File: src/core/tcp_pkg.sv
// Purpose: Shared constants and carrier types for the timer channel output block.
// Assumes: One kernel clock; counter core lives inside this block.
// Notes: Register offsets are word addresses on a plain strobe port.
package tcp_pkg;
    // Number of channels and of channels with a complementary pair.
    localparam int TCP_NCH = 4;
    localparam int TCP_NPAIR = 3;
    localparam int TCP_CW = 16;
    // Compare mode encodings.
    localparam logic [2:0] TCP_CM_FROZEN = 3'h0;
    localparam logic [2:0] TCP_CM_SET = 3'h1;
    localparam logic [2:0] TCP_CM_CLR = 3'h2;
    localparam logic [2:0] TCP_CM_TOG = 3'h3;
    localparam logic [2:0] TCP_CM_FLO = 3'h4;
    localparam logic [2:0] TCP_CM_FHI = 3'h5;
    localparam logic [2:0] TCP_CM_PWM0 = 3'h6;
    localparam logic [2:0] TCP_CM_PWM1 = 3'h7;
    // Slave mode encodings for the quadrature decoder.
    localparam logic [2:0] TCP_SM_QA = 3'h1;
    localparam logic [2:0] TCP_SM_QB = 3'h2;
    localparam logic [2:0] TCP_SM_QAB = 3'h3;
    // Register word addresses.
    localparam logic [3:0] TCP_A_CTRL = 4'h0;
    localparam logic [3:0] TCP_A_MODE = 4'h1;
    localparam logic [3:0] TCP_A_CHEN = 4'h2;
    localparam logic [3:0] TCP_A_BRK = 4'h3;
    localparam logic [3:0] TCP_A_RELOAD = 4'h4;
    localparam logic [3:0] TCP_A_STAT = 4'h5;
    localparam logic [3:0] TCP_A_CNT = 4'h6;
    localparam logic [3:0] TCP_A_CV0 = 4'h8;
    // Field positions in the BRK register.
    localparam int TCP_B_POE = 0;
    localparam int TCP_B_ROS = 1;
    localparam int TCP_B_IOS = 2;
    localparam int TCP_B_BEN = 3;
    localparam int TCP_B_BPOL = 4;
    localparam int TCP_B_BIE = 5;
    localparam int TCP_B_DT = 8;
    localparam int TCP_DTW = 8;
    // Field positions in the CTRL register.
    localparam int TCP_C_CEN = 0;
    localparam int TCP_C_CAM = 1;
    localparam int TCP_C_SM = 4;
    // Field positions in MODE: per channel a 4-bit slot.
    localparam int TCP_M_SLOT = 4;
    localparam int TCP_M_CEN = 3;
    // Field positions in CHEN: per channel a 6-bit slot.
    localparam int TCP_E_SLOT = 6;
    localparam int TCP_E_EN = 0;
    localparam int TCP_E_NEN = 1;
    localparam int TCP_E_P = 2;
    localparam int TCP_E_NP = 3;
    localparam int TCP_E_IM = 4;
    localparam int TCP_E_IN = 5;
    // Status bits.
    localparam int TCP_S_BIF = 0;
    localparam int TCP_S_DIR = 1;
    localparam int TCP_S_PRE = 4;
    // Per-pin drive carrier: value and output enable (low means driving).
    typedef struct packed {
        logic val;
        logic oe_n;
    } tcp_pin_t;
endpackage

File: src/core/tcp_core.sv
// Purpose: Timer channel output stage: PWM, prepare signals, dead time, break, quadrature.
// Assumes: ref_clk at 40 MHz, synchronous active-high rst, pins synchronised here.
// Notes on behaviour
// Modes 6 and 7 give PWM waveform.
// Edge aligned: period reload, duty compare.
// Center aligned: period and duty doubled.
// Compare above reload: mode0 low, mode1 high.
// Match: hold, set, clear, toggle.
// PWM level follows direction and comparison; the code uses the comparison only, not dir_down.
// Modes 4 and 5 force low/high.
// External clear zeroes prepare until update.
// Three complementary pairs, never both active.
// Off, no idle select, disabled: both low.
// Off: inactive levels, then idle after dead time.
// Disabled output releases its pin.
// Off-state drives polarity level; run select keeps.
// Enabled: prepare xor polarity, inverted for complement.
// Dead time only both enables plus enable.
// Rising edge delays main, falling delays complement.
// Short pulses under dead time vanish.
// Break from pin with polarity or clock monitor.
// Break clears output enable, sets flag.
// After break: reset levels, idle after dead time.
// Quadrature counts on A, B, or both.
// Direction from edge and other input level.
// Quadrature counts within zero to reload.
// Software sets reload before quadrature start.
// Dead time counted in kernel clock cycles.
`timescale 1ns/1ps
module tcp_core
    import tcp_pkg::*;
(
    input wire logic ref_clk,
    input wire logic rst,
    input wire logic [3:0] addr,
    input wire logic [31:0] wdata,
    input wire logic wr,
    input wire logic rd,
    output logic [31:0] rdata,
    input wire logic break_pin,
    input wire logic oscillator_monitor_stuck,
    input wire logic filtered_external_trigger,
    input wire logic encoder_input_a,
    input wire logic encoder_input_b,
    output tcp_pin_t [TCP_NCH-1:0] main_output,
    output tcp_pin_t [TCP_NPAIR-1:0] complementary_output,
    output logic break_irq
);
    // Software registers.
    logic [31:0] ctrl;
    logic [31:0] mode;
    logic [31:0] chen;
    logic [31:0] brk;
    logic [TCP_CW-1:0] counter_reload_value;
    logic [TCP_CW-1:0] channel_compare_value [TCP_NCH];
    // Counter state shared by all channels.
    logic [TCP_CW-1:0] cnt;
    logic dir_down;
    logic update;
    logic break_event_flag;
    logic primary_output_enable;
    // Synchronisers for the pins, two stages each.
    logic [4:0] s1, s2, s3;
    // Decoded control fields.
    wire counter_on = ctrl[TCP_C_CEN];
    wire center = ctrl[TCP_C_CAM];
    wire [2:0] slave_mode_field = ctrl[TCP_C_SM +: 3];
    wire run_offstate_select = brk[TCP_B_ROS];
    wire idle_offstate_select = brk[TCP_B_IOS];
    wire break_detect_enable = brk[TCP_B_BEN];
    wire break_input_polarity = brk[TCP_B_BPOL];
    wire break_interrupt_enable = brk[TCP_B_BIE];
    wire [TCP_DTW-1:0] deadtime_setting = brk[TCP_B_DT +: TCP_DTW];
    wire quad = (slave_mode_field == TCP_SM_QA) || (slave_mode_field == TCP_SM_QB)
        || (slave_mode_field == TCP_SM_QAB);
    // Synchronised pin levels; s2 is the stable copy, s3 the previous one.
    wire brk_pin_s = s2[0];
    wire etr_s = s2[2];
    wire qa = s2[3];
    wire qb = s2[4];
    wire qa_edge = s2[3] ^ s3[3];
    wire qb_edge = s2[4] ^ s3[4];
    // Break source: pin with polarity or stuck oscillator.
    wire break_hit = break_detect_enable && ((brk_pin_s == break_input_polarity) || s2[1]);
    // Quadrature step request and direction.
    wire use_a = (slave_mode_field == TCP_SM_QA) || (slave_mode_field == TCP_SM_QAB);
    wire use_b = (slave_mode_field == TCP_SM_QB) || (slave_mode_field == TCP_SM_QAB);
    wire q_step_a = use_a && qa_edge;
    wire q_step_b = use_b && qb_edge;
    wire q_step = q_step_a || q_step_b;
    // A rising with B high counts down; B rising with A high counts up.
    wire q_down = q_step_a ? (qa ~^ qb) : (qa ^ qb);
    // Write decode strobes.
    wire wr_ctrl = wr && (addr == TCP_A_CTRL);
    wire wr_brk = wr && (addr == TCP_A_BRK);
    wire wr_stat = wr && (addr == TCP_A_STAT);

    // Pin synchronisers; first stage feeds only the second.
    always_ff @(posedge ref_clk) begin
        if (rst) begin
            s1 <= 5'h00;
            s2 <= 5'h00;
            s3 <= 5'h00;
        end else begin
            s1 <= {encoder_input_b, encoder_input_a, filtered_external_trigger,
                   oscillator_monitor_stuck, break_pin};
            s2 <= s1;
            s3 <= s2;
        end
    end

    // Register writes; the break register holds the output enable separately.
    always_ff @(posedge ref_clk) begin
        if (rst) begin
            ctrl <= 32'h0000_0000;
            mode <= 32'h0000_0000;
            chen <= 32'h0000_0000;
            brk <= 32'h0000_0000;
            counter_reload_value <= 16'hFFFF;
        end else if (wr) begin
            case (addr)
                TCP_A_CTRL: ctrl <= wdata;
                TCP_A_MODE: mode <= wdata;
                TCP_A_CHEN: chen <= wdata;
                TCP_A_BRK: brk <= wdata;
                TCP_A_RELOAD: counter_reload_value <= wdata[TCP_CW-1:0];
                default: ;
            endcase
        end
    end

    // Compare values are an array addressed by channel.
    genvar gi;
    generate
        for (gi = 0; gi < TCP_NCH; gi++) begin : g_cv
            always_ff @(posedge ref_clk) begin
                if (rst) begin
                    channel_compare_value[gi] <= 16'h0000;
                end else if (wr && (addr == TCP_A_CV0 + 4'(gi))) begin
                    channel_compare_value[gi] <= wdata[TCP_CW-1:0];
                end
            end
        end
    endgenerate

    // Output enable and break flag. Break wins over a software set, and the
    // enable drops the cycle after the break is seen; the flag set wins over a clear.
    always_ff @(posedge ref_clk) begin
        if (rst) begin
            primary_output_enable <= 1'b0;
            break_event_flag <= 1'b0;
        end else begin
            if (break_hit) begin
                primary_output_enable <= 1'b0;
            end else if (wr_brk) begin
                primary_output_enable <= wdata[TCP_B_POE];
            end
            if (break_hit) begin
                break_event_flag <= 1'b1;
            end else if (wr_stat && wdata[TCP_S_BIF]) begin
                break_event_flag <= 1'b0;
            end
        end
    end
    // Gating by break_hit makes the pin effect immediate inside the cycle.
    wire poe_eff = primary_output_enable && !break_hit;
    assign break_irq = break_event_flag && break_interrupt_enable;

    // Counter: edge aligned wraps at reload, center aligned bounces,
    // quadrature steps on encoder edges inside zero to reload.
    wire at_top = (cnt >= counter_reload_value);
    wire at_bot = (cnt == 16'h0000);
    always_ff @(posedge ref_clk) begin
        if (rst) begin
            cnt <= 16'h0000;
            dir_down <= 1'b0;
            update <= 1'b0;
        end else if (quad) begin
            update <= 1'b0;
            if (q_step) begin
                dir_down <= q_down;
                if (q_down) begin
                    cnt <= at_bot ? counter_reload_value : cnt - 16'h0001;
                end else begin
                    cnt <= at_top ? 16'h0000 : cnt + 16'h0001;
                end
            end
        end else if (!counter_on) begin
            update <= 1'b0;
        end else if (center) begin
            // Period is twice the reload value.
            update <= (dir_down && cnt == 16'h0001) || (!dir_down && at_top);
            if (!dir_down && at_top) begin
                dir_down <= 1'b1;
                cnt <= cnt - 16'h0001;
            end else if (dir_down && at_bot) begin
                dir_down <= 1'b0;
                cnt <= cnt + 16'h0001;
            end else begin
                cnt <= dir_down ? cnt - 16'h0001 : cnt + 16'h0001;
            end
        end else begin
            // Period equals the reload value plus the zero state.
            dir_down <= 1'b0;
            update <= at_top;
            cnt <= at_top ? 16'h0000 : cnt + 16'h0001;
        end
    end

    // Per channel prepare signal, outputs and dead time.
    logic [TCP_NCH-1:0] prep;
    generate
        for (gi = 0; gi < TCP_NCH; gi++) begin : g_ch
            wire [2:0] compare_mode_field = mode[gi*TCP_M_SLOT +: 3];
            wire external_clear_enable = mode[gi*TCP_M_SLOT + TCP_M_CEN];
            wire [TCP_CW-1:0] channel_match_value = channel_compare_value[gi];
            wire main_channel_enable = chen[gi*TCP_E_SLOT + TCP_E_EN];
            wire main_polarity = chen[gi*TCP_E_SLOT + TCP_E_P];
            wire idle_level_main = chen[gi*TCP_E_SLOT + TCP_E_IM];
            wire match = (cnt == channel_match_value);
            wire below = (cnt < channel_match_value)
                && (channel_match_value <= counter_reload_value);
            // A compare above reload keeps mode 0 low and mode 1 high.
            wire pwm_lvl = (compare_mode_field == TCP_CM_PWM0) ? below : !below;
            logic pre, cleared, next_pre;
            // Prepare signal selection by compare mode.
            always_comb begin
                next_pre = pre;
                case (compare_mode_field)
                    TCP_CM_FROZEN: next_pre = pre;
                    TCP_CM_SET: next_pre = match ? 1'b1 : pre;
                    TCP_CM_CLR: next_pre = match ? 1'b0 : pre;
                    TCP_CM_TOG: next_pre = match ? !pre : pre;
                    TCP_CM_FLO: next_pre = 1'b0;
                    TCP_CM_FHI: next_pre = 1'b1;
                    default: next_pre = pwm_lvl;
                endcase
            end
            // External clear holds prepare low until the next update.
            always_ff @(posedge ref_clk) begin
                if (rst) begin
                    pre <= 1'b0;
                    cleared <= 1'b0;
                end else begin
                    pre <= next_pre;
                    if (external_clear_enable && etr_s) begin
                        cleared <= 1'b1;
                    end else if (update) begin
                        cleared <= 1'b0;
                    end
                end
            end
            assign prep[gi] = pre && !cleared && !(external_clear_enable && etr_s);
            if (gi < TCP_NPAIR) begin : g_pair
                wire complementary_channel_enable = chen[gi*TCP_E_SLOT + TCP_E_NEN];
                wire complementary_polarity = chen[gi*TCP_E_SLOT + TCP_E_NP];
                wire idle_level_complementary = chen[gi*TCP_E_SLOT + TCP_E_IN];
                wire both_en = main_channel_enable && complementary_channel_enable;
                wire dt_on = both_en && poe_eff;
                logic [TCP_DTW-1:0] dtc;
                logic prep_d, was_off, idle_ok, m_act, n_act;
                // The cycle of the edge is the first dead cycle, so one less is loaded.
                wire [TCP_DTW-1:0] dt_load = deadtime_setting - 8'(deadtime_setting != 8'h00);
                // Dead time counter restarts on each prepare edge; both sides
                // stay inactive while it runs.
                always_ff @(posedge ref_clk) begin
                    if (rst) begin
                        dtc <= 8'h00;
                        prep_d <= 1'b0;
                        was_off <= 1'b1;
                        idle_ok <= 1'b0;
                    end else begin
                        prep_d <= prep[gi];
                        was_off <= !poe_eff;
                        if ((prep[gi] != prep_d) || (poe_eff == was_off)) begin
                            dtc <= dt_load;
                        end else if (dtc != 8'h00) begin
                            dtc <= dtc - 8'h01;
                        end
                        // Idle levels wait one dead time after leaving run.
                        idle_ok <= !poe_eff && (dtc == 8'h00) && !(poe_eff == was_off);
                    end
                end
                wire dt_done = (dtc == 8'h00) && ((prep[gi] == prep_d) || !(|deadtime_setting));
                assign m_act = prep[gi] && (!dt_on || dt_done);
                assign n_act = !prep[gi] && (!dt_on || dt_done);
                // Output table: run, off-state, idle and disabled cases.
                wire off_drive = !poe_eff && (idle_offstate_select || both_en
                    || main_channel_enable || complementary_channel_enable);
                wire m_lvl = !poe_eff ? (idle_ok ? idle_level_main : main_polarity)
                    : main_channel_enable ? (m_act ^ main_polarity)
                    : main_polarity;
                wire n_lvl = !poe_eff ? (idle_ok ? idle_level_complementary
                    : complementary_polarity)
                    : complementary_channel_enable ? ((main_channel_enable ? n_act
                    : prep[gi]) ^ complementary_polarity)
                    : complementary_polarity;
                // Pin drive; disabled outputs float unless an off-state select, or when off another enable, keeps them driven.
                wire m_drv = poe_eff ? (main_channel_enable || run_offstate_select) : off_drive;
                wire n_drv = poe_eff ? (complementary_channel_enable || run_offstate_select)
                    : off_drive;
                // Both outputs low when off with nothing enabled and no idle select.
                wire all_low = !poe_eff && !idle_offstate_select && !main_channel_enable
                    && !complementary_channel_enable;
                always_ff @(posedge ref_clk) begin
                    if (rst) begin
                        main_output[gi] <= '{val: 1'b0, oe_n: 1'b1};
                        complementary_output[gi] <= '{val: 1'b0, oe_n: 1'b1};
                    end else begin
                        main_output[gi] <= '{val: all_low ? 1'b0 : m_lvl, oe_n: !m_drv};
                        complementary_output[gi] <= '{val: all_low ? 1'b0 : n_lvl,
                            oe_n: !n_drv};
                    end
                end
                // Main and complement never active together while running.
                property p_excl;
                    @(posedge ref_clk) disable iff (rst)
                    ($past(poe_eff) && $stable(chen))
                        |-> !((main_output[gi].val ^ main_polarity)
                        && (complementary_output[gi].val ^ complementary_polarity));
                endproperty
                a_excl: assert property (p_excl) else $error("pair both active");
                property p_dtrise;
                    @(posedge ref_clk) disable iff (rst)
                    (dt_on && $rose(prep[gi]) && deadtime_setting != 8'h00) |-> !m_act;
                endproperty
                a_dtrise: assert property (p_dtrise) else $error("main rose early");
            end else begin : g_single
                always_ff @(posedge ref_clk) begin
                    if (rst) begin
                        main_output[gi] <= '{val: 1'b0, oe_n: 1'b1};
                    end else begin
                        main_output[gi] <= '{val: poe_eff && main_channel_enable
                            ? (prep[gi] ^ main_polarity) : main_polarity,
                            oe_n: !(main_channel_enable || (poe_eff ? run_offstate_select
                            : idle_offstate_select))};
                    end
                end
            end
            property p_force;
                @(posedge ref_clk) disable iff (rst)
                (compare_mode_field == TCP_CM_FHI) ##1 (compare_mode_field == TCP_CM_FHI)
                |-> pre;
            endproperty
            a_force: assert property (p_force) else $error("forced high missing");
            property p_clear;
                @(posedge ref_clk) disable iff (rst)
                (external_clear_enable && etr_s) |-> !prep[gi];
            endproperty
            a_clear: assert property (p_clear) else $error("clear not applied");
        end
    endgenerate

    // Read mux: one cycle latency.
    wire [31:0] stat_word = {24'h000000, prep, 2'h0, dir_down, break_event_flag};
    wire [31:0] brk_word = {brk[31:1], primary_output_enable};
    always_ff @(posedge ref_clk) begin
        if (rst) begin
            rdata <= 32'h0000_0000;
        end else if (rd) begin
            case (addr)
                TCP_A_CTRL: rdata <= ctrl;
                TCP_A_MODE: rdata <= mode;
                TCP_A_CHEN: rdata <= chen;
                TCP_A_BRK: rdata <= brk_word;
                TCP_A_RELOAD: rdata <= {16'h0000, counter_reload_value};
                TCP_A_STAT: rdata <= stat_word;
                TCP_A_CNT: rdata <= {16'h0000, cnt};
                default: rdata <= (addr >= TCP_A_CV0 && addr < TCP_A_CV0 + 4'h4)
                    ? {16'h0000, channel_compare_value[addr[1:0]]} : 32'h0000_0000;
            endcase
        end else begin
            rdata <= 32'h0000_0000;
        end
    end

    // Break drops the enable and raises the flag together, one cycle after it is seen.
    property p_brk;
        @(posedge ref_clk) disable iff (rst)
        break_hit |=> (!primary_output_enable && break_event_flag);
    endproperty
    a_brk: assert property (p_brk) else $error("break not taken");
    // Quadrature up step below reload adds one to the count.
    property p_qrange;
        @(posedge ref_clk) disable iff (rst)
        (quad && q_step && !at_top && !q_down) |=> (cnt == $past(cnt) + 16'h0001);
    endproperty
    a_qrange: assert property (p_qrange) else $error("quad up step wrong");
    property p_qdir;
        @(posedge ref_clk) disable iff (rst)
        (quad && q_step) |=> (dir_down == $past(q_down));
    endproperty
    a_qdir: assert property (p_qdir) else $error("direction not updated");
    property p_edge;
        @(posedge ref_clk) disable iff (rst)
        (!quad && counter_on && !center && at_top) |=> (cnt == 16'h0000);
    endproperty
    a_edge: assert property (p_edge) else $error("edge wrap wrong");
endmodule // tcp_core

File: config.mk
export PLATFORM = sky130hd
export DESIGN_NAME = tcp_core
export DESIGN_NICKNAME = d
export VERILOG_FILES = /design/src/core/tcp_pkg.sv /design/src/core/tcp_core.sv
export SDC_FILE = /design/constraint.sdc
export NUM_CORES = 1
export LEC_CHECK = 0
export ABC_AREA = 1
export BUFFER_PORTS_ARGS = -buffer_cell sky130_fd_sc_hd__buf_4
export CAP_MARGIN = 25
export CORE_UTILIZATION = 35
export DETAILED_ROUTE_END_ITERATION = 6
export SETUP_SLACK_MARGIN = 0.5
export SLEW_MARGIN = 20
export SYNTH_ARGS = -nofsm -noshare
export SYNTH_HDL_FRONTEND = slang
export SYNTH_SLANG_ARGS = --single-unit
File: constraint.sdc
create_clock -name ref_clk -period 2.8 [get_ports ref_clk]
set_clock_uncertainty 0.15 [all_clocks]
set_input_delay 0 -clock ref_clk [delete_from_list [all_inputs] [get_ports ref_clk]]
set_output_delay 0 -clock ref_clk [all_outputs]
set_load 0.03 [all_outputs]
==> summary.txt <==
Status
  – Status: complete, no violations

Logic synthesis
  – Synth top area cells: dfxtp_1 (28%), ha_1 (11%), edfxtp_1 (10%)
  – Syn nets: 2,664
  – Async S/R FF share, synth: 0
  – Synthesis warning total: 0
  – Main combinational cell family by area after synthesis: simple AND/OR/NAND/NOR gates
  – Fraction of the yosys area taken by sequential cells: 0.3858
  – XOR/XNOR Fraction of Synth Area: 0.01991
  – Ys flop type: dfxtp_1
  – Biggest area consumer among synthesized cells: dfxtp_1
  – Synth Area in Simple Gates: 0.2009
  – Post-synthesis compound-gate area fraction: 0.1954
  – Top-count cell post-synth: nand2_1
  – Synth top area share: 0.2817
  – #FFs+latches synth: 324
  – Synth top cells by count: nand2_1 (364), inv_1 (322), nor2_1 (298), dfxtp_1 (260), a21oi_1 (247)
  – Syn avg cell area: 7.501 um^2
  – Synth Instances: 2,463
  – Post-Synth Adder-Cell Area: 0.1056
  – Unique cell type count in the Yosys netlist: 50
  – Number of synthesized flops with an enable pin: 64
  – Synth Cell Area: 18,480 um^2
  – Multiplexer share of the synthesized area: 0

Placed design
  – Port Buffers: 91
  – DP HPWL: 53,310 um
  – Routability Congestion: 0.9984

Floorplanning
  – Initial Utilization: 0.3572
  – Die area: 53,710 um^2
  – Core region area: 51,720 um^2
  – Die Ht: 231.8 um
  – Row Count: 83
  – Die X: 231.8 um
  – I/O pins: 92

Detailed routing
  – Initial DRC count: 1,910
  – Via density: 5.508
  – Drt total wl: 71,790 um
  – Post-route DRC: 0
  – DRT Pass-1 Iters: 7
  – Antenna viol nets, final: 0
  – Vias: 18,530
  – Routed length per instance: 21.34 um

STA
  – Crit share post-route: 0.8863
  – Min Tclk post-route: 2.482 ns
  – Max transition margin: 0.3696
  – Worst Tran Pin Value: 0.9429 ns
  – RSZ-0062 raised after global routing: true
  – Slew Limit Fails: 0
  – Final setup violation count: 0
  – Fmax: 402.9 MHz
  – Setup TNS: 0 ns
  – Final Hold Fails: 0

Worst setup path
  – CP Cell Sequence: buf_4, dlygate4sd3_1, inv_1, nor2_1, buf_4, inv_1, nor2_1, nand3_1, nor2_1
  – Worst setup EP type: register
  – Data required, critical path: 3.02 ns
  – Slowest stage delay, CP: 0.75 ns
  – CP most frequent cell: nor2_1
  – Worst EP arrival: 2.70 ns
  – Critical path type: in2reg
  – Critical Path Slowest Stage Cell: nand3_1
  – Startpoint class of the critical path: input pin
  – CP max FO: 16

Global route
  – Initial antenna violation count: 1
  – Gr ovfl total: 0
  – GRT Total Usage: 0.2620
  – Largest net degree at the start of global routing: 83
  – First-pass GRT wire length: 106,500 um
  – Vias in the first global route: 17,470

Power
  – Sequential Power Share: 0.404
  – Comb pwr share: 0.192
  – Design Power: 13.03 mW
  – Pleak: 10.07 nW
  – Clock power frac: 0.404
  – Sw Pwr: 3.978 mW
  – Net Sw Frac: 0.3053
  – Worst vdd ir: 374.4 uV
  – Pint: 9.052 mW
  – Cell Pwr Density: 576.1 nW/um^2

Finish
  – Fill cells: 5,189
  – Sequential Area: 7182 um^2
  – Multi-input logic area: 9930 um^2
  – Diodes inserted: 0
  – Area Growth Syn to Fin: 22.42%
  – Fin util: 0.4373
  – Fin nets: 2,857
  – Layout cells sized above 1: 0.1527

Clocking
  – Deepest clock path buffer count: 3
  – Clk_lat worst skew: 0.60 ns
  – CTS tree: yes
  – Total clock sinks: 324
  – CTS clk-pin slew, worst paths: 0.07 ns
  – H-tree depth: 2
  – CTS buffer count: 39
  – CTS Root Cell: clkbuf_16

Run
  – Max_cap viols: 0

Min path
  – Hold crit path type: in2reg
-- routing by layer --
metal  up-vias  GRT usage  part of all wire  wire length, um
met5         -          0           0.00018               13
met4         2     0.1246             0.048             3479
met3       183    0.03905             0.081             5825
met2       869     0.4160              0.45            32410
met1      8769     0.3476              0.42            30060
li1       8710          -                 -                -
-- cell families (layout without fill, tap and decap cells) --
| logic type | count (synthesis) | in the layout |
|---|---|---|
| and+or+nand+nor | 866 | 866 |
| AOI/OAI and AO/OA | 642 | 642 |
| buffers and inverters | 433 | 655 |
| DFF | 324 | 324 |
| adders and majority gates | 156 | 156 |
| xor gates and xnor gates | 42 | 42 |
-- sequential cells by signal, indices dropped and copies added (netlist names), 5 cells and up --
register,flops
cnt,16
main_output,8
chen,32
channel_compare_value,64
mode,32
complementary_output,6
s2,5
brk,31
rdata,32
g_ch.g_pair.dtc,24
ctrl,32
s1,5
counter_reload_value,16
-- power by group through the flow --
| stage | Combinational (mW) | Sequential [mW] | Clock, mW |
|---|---|---|---|
| finish | 2.50 | 5.26 | 5.26 |
| global route | 2.77 | 5.29 | 5.51 |
| CTS | 2.39 | 5.26 | 5.31 |
| detailed placement | 2.29 | 5.35 | 0 |
| global placement | 2.27 | 5.35 | 0 |
| floorplan | 1.61 | 5.32 | 0 |
-- cell usage in the layout (no fill, tap or decap), types with 67 or more instances in the layout --
| cell type | n |
|---|---|
| a21oi_1 | 242 |
| buf_4 | 176 |
| dfxtp_1 | 226 |
| ha_1 | 150 |
| inv_1 | 309 |
| nand2_1 | 357 |
| nand3_1 | 92 |
| nor2_1 | 283 |
| o21ai_0 | 204 |
| o22ai_1 | 67 |
-- final cells by class --
class	count	share of cell area
Tap cell	680	0.03762
Timing Repair Buffer	241	0.08962
Inverter	344	0.05792
Clock inverter	9	0.006970
Sequential cell	324	0.3175
Clock buffer	61	0.05134
Multi-Input combinational cell	1706	0.4390
-- through the flow --
step / area (um^2) / worst slack [ns] / hold WS, ns / std cells
floorplan: 18480 / 0.4150 / -0.04303 / 2463
global placement: 20260 / 0.1456 / 0.06209 / 3225
detailed placement: 20260 / 0.1661 / 0.06304 / 3225
CTS: 22220 / 0.4964 / 0.009009 / 3352
global route: 22620 / 0.2757 / 0.04173 / 3365
finish: 22620 / 0.3183 / 0.02087 / 3365
-- critical path: cells and delay by family --
family | cells | cell delay, ns
and+or+nand+nor | 4 | 1.50
buffers and inverters | 5 | 1.19
-- final timing paths --
kind                                              start                                          to  slack [ns]  cells after the start
max reg2reg  channel_compare_value[0][15]$_SDFFCE_PN0P_                    g_ch[0].pre$_SDFFE_PP0P_        0.56                      9
min                                             addr[1]   channel_compare_value[3][6]$_SDFFCE_PN0P_        0.02                      6
min reg2reg                            s1[0]$_SDFF_PP0_                            s2[0]$_SDFF_PP0_        0.26                      2
max                                             addr[3]  channel_compare_value[2][15]$_SDFFCE_PN0P_        0.32                      9
-- repair_timing --
action                                  CTS  global route
gates resized for setup                  39            87
endpoints found under the hold margin   246             0
pin swaps                                 2            20
buffers inserted                          5            13
hold buffers                             52             0
endpoints found under the setup margin   33            81
No activity file was read; power rests on OpenSTA's default activity.
